## config.mk

```make
export PLATFORM = sky130hd
export DESIGN_NAME = rts_sequencer
export DESIGN_NICKNAME = d
export VERILOG_FILES = /design/src/rts_sequencer.v /design/src/rts_sync.v
export VERILOG_INCLUDE_DIRS = /design/src
export SDC_FILE = /design/constraint.sdc
export NUM_CORES = 1
export LEC_CHECK = 0
export ABC_AREA = 1
export BUFFER_PORTS_ARGS = -buffer_cell sky130_fd_sc_hd__buf_4
export CORE_MARGIN = 4
export CORE_UTILIZATION = 56
export CTS_CLUSTER_SIZE = 28
export DETAILED_ROUTE_END_ITERATION = 16
export PLACE_DENSITY = 0.92
export SLEW_MARGIN = 20
export SYNTH_ARGS = -nofsm -noshare
export SYNTH_HDL_FRONTEND = slang
export SYNTH_HIERARCHICAL = 1
export SYNTH_SLANG_ARGS = --single-unit
```

## constraint.sdc

```tcl
create_clock -name clock -period 3.5 [get_ports clock]
set_input_delay 0.35 -clock clock [delete_from_list [all_inputs] [get_ports clock]]
set_output_delay 0.35 -clock clock [all_outputs]
set_load 0.1 [all_outputs]
```

## src/rts_regs.vh

```
// Purpose: Constants for the reset and phase sequencer.
// Assumes: 100 MHz system clock, APB with 32-bit data.
// Notes:   Offsets are byte addresses.
`ifndef RTS_REGS_VH
`define RTS_REGS_VH

// Register offsets
`define RTS_OFF_CTRL    8'h00
`define RTS_OFF_STATUS  8'h04
`define RTS_OFF_EVENT   8'h08
`define RTS_OFF_MASK    8'h0c
`define RTS_OFF_KEEP    8'h10
`define RTS_OFF_OSTCNT  8'h14

// Control fields
`define RTS_CTRL_MODE_LO  0
`define RTS_CTRL_MODE_HI  1
`define RTS_CTRL_EXTEXEC  2
`define RTS_CTRL_RESET    3'h0

// Oscillator mode codes
`define RTS_MODE_LF  2'h0
`define RTS_MODE_XT  2'h1
`define RTS_MODE_EC  2'h2
`define RTS_MODE_RC  2'h3

// Status fields
`define RTS_ST_BOR     0
`define RTS_ST_POR     1
`define RTS_ST_PD      2
`define RTS_ST_TO      3
`define RTS_ST_INRST   4
`define RTS_FLAGS_RESET 4'hc

// Event fields
`define RTS_EV_RELEASE 0
`define RTS_EV_WDT     1
`define RTS_EV_MASTER_CLEAR_N    2
`define RTS_EV_BROWN   3
`define RTS_EV_WAKE    4
`define RTS_EV_WIDTH   5

// Timing
`define RTS_CLK_NS      10
`define RTS_RC_TICK_NS  1000
`define RTS_POWERUP_TIMER_MS     96
`define RTS_OST_CYCLES  11'h400

`endif

```

## src/rts_sequencer.v

```verilog
// Purpose: Reset sequencing, power-up and start-up timers, phase strobes.
// Assumes: 100 MHz clock; oscillator pin much slower than clock/4.
// Notes:   Register access over APB, one wait-free access phase.
// Operation
// - Divide oscillator by four into phase strobes
// - RC mode drives clock output at osc/4
// - Phases frozen in phase one during reset
// - Park bus strobes in reset if external
// - Force port directions to input in reset
// - Reset-insensitive register keeps contents
// - Timeout and powerdown flags record reset cause
// - Hold reset while supply below trip point
// - Power-up timer starts at power-on or brown-out
// - Power-up timer on own RC tick; holds reset
// - Start-up timer counts 1024 oscillator cycles
// - Both timers run together; release after last
// - Start-up count only after amplitude qualified
// - Timers start only with master clear high
// - Power-on sets timeout and powerdown flags
`timescale 1ns/1ps
`include "rts_regs.vh"
module rts_sequencer #(
  parameter POWERUP_TIMER_TICKS = (`RTS_POWERUP_TIMER_MS * 1000000) / `RTS_RC_TICK_NS
) (
  input  wire        clock,
  input  wire        rst_b,
  input  wire        psel,
  input  wire        penable,
  input  wire        pwrite,
  input  wire [7:0]  paddr,
  input  wire [31:0] pwdata,
  output reg  [31:0] prdata,
  output reg         pready,
  output reg         pslverr,
  output reg         irq,
  input  wire        oscInputPin,
  input  wire        oscQualified,
  input  wire        supplyOk,
  input  wire        brownoutReset,
  input  wire        masterClearN,
  input  wire        watchdogReset,
  input  wire        sleepActive,
  input  wire        wakeEvent,
  output reg         coreResetN,
  output reg         portDirForce,
  output reg         phaseOne,
  output reg         phaseTwo,
  output reg         phaseThree,
  output reg         phaseFour,
  output reg         clockOutPin,
  output reg         clockOutOe,
  output reg         addrLatchOut,
  output reg         addrLatchOe,
  output reg         outEnableOut,
  output reg         outEnableOe,
  output reg         writeStrobeOut,
  output reg         writeStrobeOe
);

  localparam ST_POR    = 3'h0;
  localparam ST_TIMERS = 3'h1;
  localparam ST_RUN    = 3'h2;
  localparam ST_SLEEP  = 3'h3;
  localparam ST_HOLD   = 3'h4;
  localparam ST_OST    = 3'h5;

  localparam integer TICK_M1  = `RTS_RC_TICK_NS / `RTS_CLK_NS - 1;
  localparam integer POWERUP_TIMER_INT = POWERUP_TIMER_TICKS;
  localparam [6:0]  TICK_LAST = TICK_M1[6:0];
  localparam [16:0] POWERUP_TIMER_LAST = POWERUP_TIMER_INT[16:0];
  localparam [10:0] OST_LAST  = `RTS_OST_CYCLES;

  // Reset release through two flops
  reg rstMeta_reg;
  reg rstN;
  always @(posedge clock or negedge rst_b) begin
    if (!rst_b) begin
      rstMeta_reg <= 1'b0;
      rstN        <= 1'b0;
    end else begin
      rstMeta_reg <= 1'b1;
      rstN        <= rstMeta_reg;
    end
  end

  // Pin inputs into the clock domain
  wire [5:0] pinSync;
  rts_sync #(.WIDTH(6)) uPinSync (
    .clock   (clock),
    .rstN    (rstN),
    .asyncIn ({oscInputPin, oscQualified, supplyOk, brownoutReset,
               masterClearN, watchdogReset}),
    .syncOut (pinSync)
  );
  wire oscS    = pinSync[5];
  wire qualS   = pinSync[4];
  wire supS    = pinSync[3];
  wire brownS  = pinSync[2];
  wire mclrNS  = pinSync[1];
  wire wdtS    = pinSync[0];

  reg         oscPrev_reg;
  reg  [2:0]  state_reg, state_next;
  reg  [6:0]  tick_reg;
  reg  [16:0] powerup_timer_reg;
  reg  [10:0] ost_reg;
  reg  [1:0]  phase_reg;
  reg         fromSleep_reg, fromSleep_next;
  reg         ostHold_reg, ostHold_next;
  reg  [2:0]  ctrl_reg;
  reg  [3:0]  flags_reg, flags_next;
  reg  [`RTS_EV_WIDTH-1:0] event_reg, mask_reg, snap_reg, evSet;
  reg  [7:0]  keep_reg;
  reg  [31:0] readMux;
  reg         mapped;

  wire oscRise  = oscS & ~oscPrev_reg;
  wire rcTick   = (tick_reg == TICK_LAST);
  wire pwrtDone = (powerup_timer_reg == POWERUP_TIMER_LAST);
  wire ostDone  = (ost_reg == OST_LAST);
  wire [1:0] oscMode = ctrl_reg[`RTS_CTRL_MODE_HI:`RTS_CTRL_MODE_LO];
  wire xtal = (oscMode == `RTS_MODE_LF) | (oscMode == `RTS_MODE_XT);
  wire supplyBad = ~supS | brownS;
  wire inReset = (state_reg == ST_POR) | (state_reg == ST_TIMERS) |
                 (state_reg == ST_HOLD) | ((state_reg == ST_OST) & ostHold_reg);
  wire apbSetup  = psel & ~penable;
  wire apbAccess = psel & penable & pready;

  // Sequencer next state, cause flags and events
  always @* begin
    state_next     = state_reg;
    flags_next     = flags_reg;
    fromSleep_next = fromSleep_reg;
    ostHold_next   = ostHold_reg;
    evSet          = {`RTS_EV_WIDTH{1'b0}};
    if (apbAccess & pwrite & (paddr == `RTS_OFF_STATUS)) begin
      flags_next[`RTS_ST_BOR] = flags_reg[`RTS_ST_BOR] | pwdata[`RTS_ST_BOR];
      flags_next[`RTS_ST_POR] = flags_reg[`RTS_ST_POR] | pwdata[`RTS_ST_POR];
    end
    if (supplyBad) begin
      state_next = ST_POR;
      if (state_reg != ST_POR) begin
        flags_next[`RTS_ST_TO]  = 1'b1;
        flags_next[`RTS_ST_PD]  = 1'b1;
        flags_next[`RTS_ST_BOR] = 1'b0;
        if (!supS) begin
          flags_next[`RTS_ST_POR] = 1'b0;
        end
        evSet[`RTS_EV_BROWN] = brownS;
      end
    end else begin
      case (state_reg)
        ST_POR: begin
          if (mclrNS) begin
            state_next = ST_TIMERS;
          end
        end
        ST_TIMERS: begin
          if (!mclrNS) begin
            state_next = ST_POR;
          end else if (pwrtDone & ostDone) begin
            state_next = ST_RUN;
            evSet[`RTS_EV_RELEASE] = 1'b1;
          end
        end
        ST_RUN: begin
          if (!mclrNS) begin
            state_next     = ST_HOLD;
            fromSleep_next = 1'b0;
            flags_next[`RTS_ST_TO] = 1'b1;
            flags_next[`RTS_ST_PD] = 1'b1;
            evSet[`RTS_EV_MASTER_CLEAR_N] = 1'b1;
          end else if (wdtS) begin
            state_next     = ST_HOLD;
            fromSleep_next = 1'b0;
            flags_next[`RTS_ST_TO] = 1'b0;
            flags_next[`RTS_ST_PD] = 1'b1;
            evSet[`RTS_EV_WDT] = 1'b1;
          end else if (sleepActive) begin
            state_next = ST_SLEEP;
            flags_next[`RTS_ST_PD] = 1'b0;
          end
        end
        ST_SLEEP: begin
          if (!mclrNS) begin
            state_next     = ST_HOLD;
            fromSleep_next = 1'b1;
            flags_next[`RTS_ST_TO] = 1'b1;
            flags_next[`RTS_ST_PD] = 1'b0;
            evSet[`RTS_EV_MASTER_CLEAR_N] = 1'b1;
          end else if (wdtS | wakeEvent) begin
            state_next   = xtal ? ST_OST : ST_RUN;
            ostHold_next = 1'b0;
            flags_next[`RTS_ST_TO] = ~wdtS;
            flags_next[`RTS_ST_PD] = 1'b0;
            evSet[`RTS_EV_WAKE] = 1'b1;
          end
        end
        ST_HOLD: begin
          if (mclrNS & ~wdtS) begin
            ostHold_next = 1'b1;
            if (fromSleep_reg & xtal) begin
              state_next = ST_OST;
            end else begin
              state_next = ST_RUN;
              evSet[`RTS_EV_RELEASE] = 1'b1;
            end
          end
        end
        ST_OST: begin
          if (!mclrNS) begin
            state_next = ST_HOLD;
            evSet[`RTS_EV_MASTER_CLEAR_N] = 1'b1;
          end else if (ostDone) begin
            state_next = ST_RUN;
            evSet[`RTS_EV_RELEASE] = ostHold_reg;
          end
        end
        default: begin
          state_next = ST_POR;
        end
      endcase
    end
  end

  // State, flags; power-on sets timeout and powerdown
  always @(posedge clock or negedge rstN) begin
    if (!rstN) begin
      state_reg     <= ST_POR;
      flags_reg     <= `RTS_FLAGS_RESET;
      fromSleep_reg <= 1'b0;
      ostHold_reg   <= 1'b0;
      oscPrev_reg   <= 1'b0;
    end else begin
      state_reg     <= state_next;
      flags_reg     <= flags_next;
      fromSleep_reg <= fromSleep_next;
      ostHold_reg   <= ostHold_next;
      oscPrev_reg   <= oscS;
    end
  end

  // Power-up timer on its own RC-rate tick; both timers clear on entry
  always @(posedge clock or negedge rstN) begin
    if (!rstN) begin
      tick_reg <= 7'h00;
      powerup_timer_reg <= 17'h00000;
      ost_reg  <= 11'h000;
    end else begin
      tick_reg <= rcTick ? 7'h00 : tick_reg + 7'h01;
      if (state_reg == ST_POR || state_reg == ST_RUN || state_reg == ST_SLEEP || state_reg == ST_HOLD) begin
        powerup_timer_reg <= 17'h00000;
        ost_reg  <= 11'h000;
      end else begin
        if (state_reg == ST_TIMERS && rcTick && !pwrtDone) begin
          powerup_timer_reg <= powerup_timer_reg + 17'h00001;
        end
        if ((state_reg == ST_TIMERS || state_reg == ST_OST) &&
            oscRise && qualS && !ostDone) begin
          ost_reg <= ost_reg + 11'h001;
        end
      end
    end
  end

  // Phase counter steps on each oscillator rising edge outside reset
  always @(posedge clock or negedge rstN) begin
    if (!rstN) begin
      phase_reg <= 2'h0;
    end else if (inReset) begin
      phase_reg <= 2'h0;
    end else if (oscRise) begin
      phase_reg <= phase_reg + 2'h1;
    end
  end

  // Registered pin outputs; reset parks the external bus strobes
  always @(posedge clock or negedge rstN) begin
    if (!rstN) begin
      coreResetN     <= 1'b0;
      portDirForce   <= 1'b1;
      phaseOne       <= 1'b0;
      phaseTwo       <= 1'b0;
      phaseThree     <= 1'b0;
      phaseFour      <= 1'b0;
      clockOutPin    <= 1'b0;
      clockOutOe     <= 1'b0;
      addrLatchOut   <= 1'b0;
      addrLatchOe    <= 1'b0;
      outEnableOut   <= 1'b1;
      outEnableOe    <= 1'b0;
      writeStrobeOut <= 1'b1;
      writeStrobeOe  <= 1'b0;
    end else begin
      coreResetN     <= ~inReset;
      portDirForce   <= inReset;
      phaseOne       <= (phase_reg == 2'h0);
      phaseTwo       <= (phase_reg == 2'h1);
      phaseThree     <= (phase_reg == 2'h2);
      phaseFour      <= (phase_reg == 2'h3);
      clockOutPin    <= phase_reg[1];
      clockOutOe     <= (oscMode == `RTS_MODE_RC) | (oscMode == `RTS_MODE_EC);
      addrLatchOut   <= 1'b0;
      outEnableOut   <= 1'b1;
      writeStrobeOut <= 1'b1;
      addrLatchOe    <= inReset & ctrl_reg[`RTS_CTRL_EXTEXEC];
      outEnableOe    <= inReset & ctrl_reg[`RTS_CTRL_EXTEXEC];
      writeStrobeOe  <= inReset & ctrl_reg[`RTS_CTRL_EXTEXEC];
    end
  end

  // Read multiplexer
  always @* begin
    readMux = 32'h00000000;
    mapped  = 1'b1;
    case (paddr)
      `RTS_OFF_CTRL:   readMux[2:0] = ctrl_reg;
      `RTS_OFF_STATUS: readMux[4:0] = {inReset, flags_reg};
      `RTS_OFF_EVENT:  readMux[`RTS_EV_WIDTH-1:0] = event_reg;
      `RTS_OFF_MASK:   readMux[`RTS_EV_WIDTH-1:0] = mask_reg;
      `RTS_OFF_KEEP:   readMux[7:0] = keep_reg;
      `RTS_OFF_OSTCNT: readMux[10:0] = ost_reg;
      default:         mapped = 1'b0;
    endcase
  end

  // APB slave: data latched in setup, answer in first access cycle
  always @(posedge clock or negedge rstN) begin
    if (!rstN) begin
      prdata    <= 32'h00000000;
      pready    <= 1'b0;
      pslverr   <= 1'b0;
      ctrl_reg  <= `RTS_CTRL_RESET;
      mask_reg  <= {`RTS_EV_WIDTH{1'b0}};
      event_reg <= {`RTS_EV_WIDTH{1'b0}};
      snap_reg  <= {`RTS_EV_WIDTH{1'b0}};
      irq       <= 1'b0;
    end else begin
      pready  <= apbSetup;
      pslverr <= apbSetup & ~mapped;
      if (apbSetup) begin
        prdata   <= pwrite ? 32'h00000000 : readMux;
        snap_reg <= (!pwrite && paddr == `RTS_OFF_EVENT) ? event_reg : {`RTS_EV_WIDTH{1'b0}};
      end
      if (apbAccess & pwrite & (paddr == `RTS_OFF_CTRL)) begin
        ctrl_reg <= pwdata[2:0];
      end
      if (apbAccess & pwrite & (paddr == `RTS_OFF_MASK)) begin
        mask_reg <= pwdata[`RTS_EV_WIDTH-1:0];
      end
      // Clear only what was read; a new event wins over the clear
      if (apbAccess & ~pwrite) begin
        event_reg <= (event_reg & ~snap_reg) | evSet;
      end else begin
        event_reg <= event_reg | evSet;
      end
      irq <= |((event_reg | evSet) & mask_reg);
    end
  end

  // No reset on purpose: contents survive every reset but power-up
  always @(posedge clock) begin
    if (apbAccess & pwrite & (paddr == `RTS_OFF_KEEP)) begin
      keep_reg <= pwdata[7:0];
    end
  end

endmodule

```

## src/rts_sync.v

```verilog
// Purpose: Two-flop synchroniser for a group of asynchronous levels.
// Assumes: Each bit is an independent level.
// Notes:   First stage feeds only the second stage.
`timescale 1ns/1ps
module rts_sync #(
  parameter WIDTH = 1
) (
  input  wire             clock,
  input  wire             rstN,
  input  wire [WIDTH-1:0] asyncIn,
  output reg  [WIDTH-1:0] syncOut
);

  reg [WIDTH-1:0] stage1_reg;

  // Both stages clear to zero, which reads as "held in reset"
  always @(posedge clock or negedge rstN) begin
    if (!rstN) begin
      stage1_reg <= {WIDTH{1'b0}};
      syncOut    <= {WIDTH{1'b0}};
    end else begin
      stage1_reg <= asyncIn;
      syncOut    <= stage1_reg;
    end
  end

endmodule

```

# == Yosys cells after proc, flatten, opt, wreduce, memory -nomap -nowiden ==
# Index checks and enable logic that the tools add are counted.
# totals
regBits,131
latch_bits,0
ram_bits,0
rom_bits,0
input_bits,53
out_inout_bits,49
elab_cells,207
memories,0
# op_classes
add_sub_neg,4
n_mul,0
n_div,0
magnitude_cmp,0
n_eq_ne,32
n_shift,0
n_mux,68
n_bitwise,38
reduce_logical,32
# ops
operator,n
$mux 3,16
$pmux 3 s6,2
$mux 17,2
$mux 11,3
$mux 1,27
$add 17x1->17 const B,1
$eq 17x17->1 const B,1
$and 1x1->1,16
$eq 8x4->1 const B,2
$eq 8x5->1 const B,2
$mux 2,8
$ne 4x4->1 const B,4
$reduce_and 4->1,3
$add 11x1->11 const B,1
$eq 11x11->1 const B,1
$and 5x5->5,2
$mux 5,2
$or 5x5->5,2
$pmux 2 s5,1
$reduce_bool 2->1,5
$or 1x1->1,9
$eq 2x2->1 const B,4
$eq 8x3->1 const B,1
$logic_not 8->1,1
other kinds (31),58

# == Depth between registers and ports, before layout ==
# logic_depth
word_depth,10
depth_mapped,14
depth_no_buf,14

# == Cells and area by module ==
# The synthesis kept the hierarchy.
# by_module_without_submodules
mod,n_inst,cells_each,area_per_inst_um2,seq_area_each_um2
rts_sequencer,1,662,5347.6,2496.1
rts_sync,1,12,300.3,300.3

# == Least setup slack after synthesis ==
# OpenSTA, ideal clock, no wires.
# synth_timing
path_type,reg-to-reg
from,register pready
to,"register keep_reg[0], enable pin"
setup_time_ns,0.383
t_arrival_ns,2.040
t_required_ns,3.117
setup_slack_ns,1.077
stages_incl_launch_ff,5
path_buffers,0
synth_period_minus_slack_ns,2.423
path_cell_list,dfrtp_1 nand3_1 nor2_1 inv_1 nor3_1
# synth_between
elab_chain_len,3
# synth_lines
item,line_no,rtl
from (decl),rts_sequencer.v:33,"output reg pready,"
from (signal assigned),rts_sequencer.v:339,pready <= apbSetup;
$and 1x1->1,rts_sequencer.v:127,wire apbAccess = psel & penable & pready;
$and 1x1->1 (2 in series),rts_sequencer.v:363,if (apbAccess & pwrite & (paddr == `RTS_OFF_KEEP)) begin
to (signal assigned),rts_sequencer.v:364,keep_reg <= pwdata[7:0];
to (decl),rts_sequencer.v:113,reg [7:0] keep_reg;
# Every way passes these cells.
# A chain may end at the register's enable or synchronous reset.

# == Final worst setup path ==
# layout_timing
from,register state_reg[1]
to,register powerup_timer_reg[4]
# layout_between
elab_chain_len,5
# layout_lines
item,line_no,rtl
from (decl),rts_sequencer.v:103,"reg [2:0] state_reg, state_next;"
from (signal assigned),rts_sequencer.v:235,state_reg <= state_next;
$eq 3x2->1 or $logic_not 3->1 (tied branches),rts_sequencer.v:251,if (state_reg == ST_POR || state_reg == ST_RUN || state_reg == ST_SLEEP || state_reg == ST_HOLD) begin
$logic_or 1x1->1 (3 in series),rts_sequencer.v:251,
$mux 17 or $reduce_bool 2->1 (tied branches),--,
to (signal assigned),rts_sequencer.v:256,powerup_timer_reg <= powerup_timer_reg + 17'h00001;
to (decl),rts_sequencer.v:105,reg [16:0] powerup_timer_reg;
# Several ways; a longest one is shown, not always the timed one.

==> run metrics <==
Chip Height about 110 um; # fillers approximately 800; Post-synth ARST share 92.7%; Post-DRT Antenna Nets 0; routed length on met3 slightly below 1000 um; ranking of synthesized cells by area dfrtp_1, nand2_1, inv_1; worst-case clock buffer depth 2; post-route non-filler standard cell count roughly 870; htree depth 3; ant diodes 0; VDD IR max about 0.23 mV; crit path time final 2250 ps; Placement Setup Slack 1340 ps; Worst-path clk slew between 100 and 150 ps; std cell rows 36; sequential power share 54.9%; largest net degree at the start of global routing 82; drt drc 0; switching portion of total power 28.8%; layout cell share with drive strength beyond 1 15.4%; detailed-router iteration count before antenna repair 7; total gr overflow 0; mean area per synthesized cell approximately 8.4 um^2; Worst Setup Start Kind register; drt wl/cell 15.1 um; Die Wd 108 um; # Post-CTS Setup Buffers 0; LEAKAGE between 3 and 4 nW; max layer used met4; GPL Wtd Cong 0.948; Seq/Total Area, Yosys 49.5%; vias in the first global route 4641; antenna violations before repair 0; Core ar. slightly below 10000 um^2; Worst R2R Start state_reg[1]; GRT Resource Usage Total about a quarter; met2 wire len 6440 um; EDFF count, synth 8; total wire length 13200 um; flops & latches, synth 110; critical path endpoint category register; Clock Skew ~12 ps; Yosys top cell by area dfrtp_1; Synth Instances a little under 700; CP Class reg -> reg; Starting Density between 50% and 60%; Metal-1 WL 5350 um; R2R Path End powerup_timer_reg[4]; Critical Path RT ~3700 ps; CP Cell Sequence nor2_1, inv_1, nand2_2, inv_1, nand2_4, inv_2, nand2_1, o31ai_1; yosys warns 6; internal power around 1.7 mW; outcome finished, final reports clean; Placed Cells 854; Final WS setup ~1200 ps; max reg flops 17; Setup crit end powerup_timer_reg[4]; fin crit share approximately 64%; crit-path max FO 14; initial DRC count approximately 380; crit path DAT 2500 ps; RSZ-0062 raised after global routing no; DP HPWL between 9000 and 10000 um; CP max-delay cell dfrtp_1; Slew HR a little over half; PwrDens roughly 380 nW/um^2; Synth top area share 43.9%; clock share of power 32.9%; via count roughly 4800; setup violators final 0; CTS sink count 110; hold crit path type in -> reg; first-pass GRT wire length between 20000 and 25000 um; Distinct cells, synth 44; setup TNS 0 ps; CTS root buf clkbuf_8; worst skew pair latency 380 ps; Max Cap Viol 0; Fin. Hold Viols 0; PortBufs 53; highest clock rate about 0.44 GHz; CTS tree built; net switching power 0.702 mW; combinational share of power 12.2%; Layout area overhead 12.1%; CP max stage delay 500 ps; crit path from state_reg[1]; Final #Nets ~800; worst reg2reg setup slack approximately 1200 ps; final-report max-slew violation count 0; synthesized area roughly 5600 um^2; I/O pin count 102; Post-synth top flop dfrtp_1; Die Area around 12000 um^2; Slew @ Worst Pin roughly 700 ps; most frequent CP cell inv_1; cells on worst reg2reg path 8; Num CTS Buffers 9; vias per cell ~5.5
-- metal layers --
metal / vias up / global-route usage [%]
li1: 2257 / -
met1: 2288 / 29.9
met2: 229 / 39.8
met3: 37 / 4.12
met4: 0 / 9.74
met5: - / 0
-- metrics by stage --
step | hold WS [ps] | cell area (um^2) | total power, mW | utilization, %
after CTS | 60.2 | 6310 | 2.44 | 64.2
after floorplan | 54.4 | 5730 | 1.61 | -
after detailed placement | 136 | 6090 | 1.65 | 62.0
final | 71.5 | 6330 | 2.44 | 64.5
after global routing | 53.1 | 6330 | 2.52 | 64.5
after global placement | 133 | 6090 | 1.65 | 62.0
-- synthesized netlist by cell type, types with 5 or more instances --
cell type  instances
o21ai_1            6
a21oi_1           19
o21ai_0           35
buf_4             27
o21ai_2            8
nor2_1            66
o22ai_1            7
xor2_1             9
nand2_1          149
nor2_2             6
ha_1               9
edfxtp_1           8
nand3_1           37
nand2_2            5
inv_1             90
nand4_1           20
o31ai_1            8
nor3_1            20
dfrtp_1           99
-- timing repair --
action                                 in CTS  in global routing
hold buffers                                1                  0
endpoints found under the hold margin       2                  0
resized for setup                           0                  0
-- cell type report --
class,count,area (um^2),area share [%]
clock buffers,11,141,2.23
clock inverters,5,66.3,1.05
inverters,95,359,5.67
multi-input cells,459,2330,36.9
flip-flops and latches,110,2800,44.2
well taps,133,166,2.63
repair buffers,59,465,7.35
-- critical path, delay by kind of cell, from the launching register on --
| kind | cells | cell delay [ps] |
|---|---|---|
| AND/OR/NAND/NOR | 4 | 970 |
| flip-flops | 1 | 500 |
| AO/OA/AOI/OAI | 1 | 80 |
| buffers and inverters | 3 | 570 |
-- worst min path at each step --
| stage | cells after the start | end | from | slack, ps |
|---|---|---|---|---|
| CTS | 1 | uPinSync/stage1_reg[4] | oscQualified | 60 |
| global route | 1 | uPinSync/stage1_reg[3] | supplyOk | 50 |
| floorplan | 0 | rstMeta_reg | rst_b | 50 |
| detailed placement | 1 | rstMeta_reg | rst_b | 140 |
| finish | 1 | uPinSync/stage1_reg[4] | oscQualified | 70 |
| global placement | 1 | rstMeta_reg | rst_b | 130 |
-- power groups by stage --
| stage | combinational [mW] | sequential [mW] | clock, mW |
|---|---|---|---|
| finish | 0.297 | 1.34 | 0.800 |
| detailed placement | 0.276 | 1.38 | 0 |
| global placement | 0.272 | 1.37 | 0 |
| global route | 0.318 | 1.34 | 0.861 |
| CTS | 0.278 | 1.35 | 0.812 |
| floorplan | 0.221 | 1.39 | 0 |
-- cells in the final DEF (no fill, tap or decap), types with 9 or more instances in the layout --
cell type	instances
nand4_1	20
buf_4	57
o21ai_0	35
nand2_1	149
nor2_1	66
xor2_1	9
a21oi_1	19
dfrtp_1	98
nand3_1	37
nor3_1	20
ha_1	9
inv_1	90
clkbuf_8	10
conb_1	25
-- cells by family after synthesis --
group	count (synthesis)	synth area share, %
DFF	110	49.5
xor gates and xnor gates	11	1.71
adders and majority gates	9	1.99
and+or+nand+nor	319	25.7
muxes	1	0.266
other	2	0.133
buffers and inverters	128	10.7
AOI/OAI and AO/OA	94	10.0
Note: power is estimated with default switching activity, not from simulation.
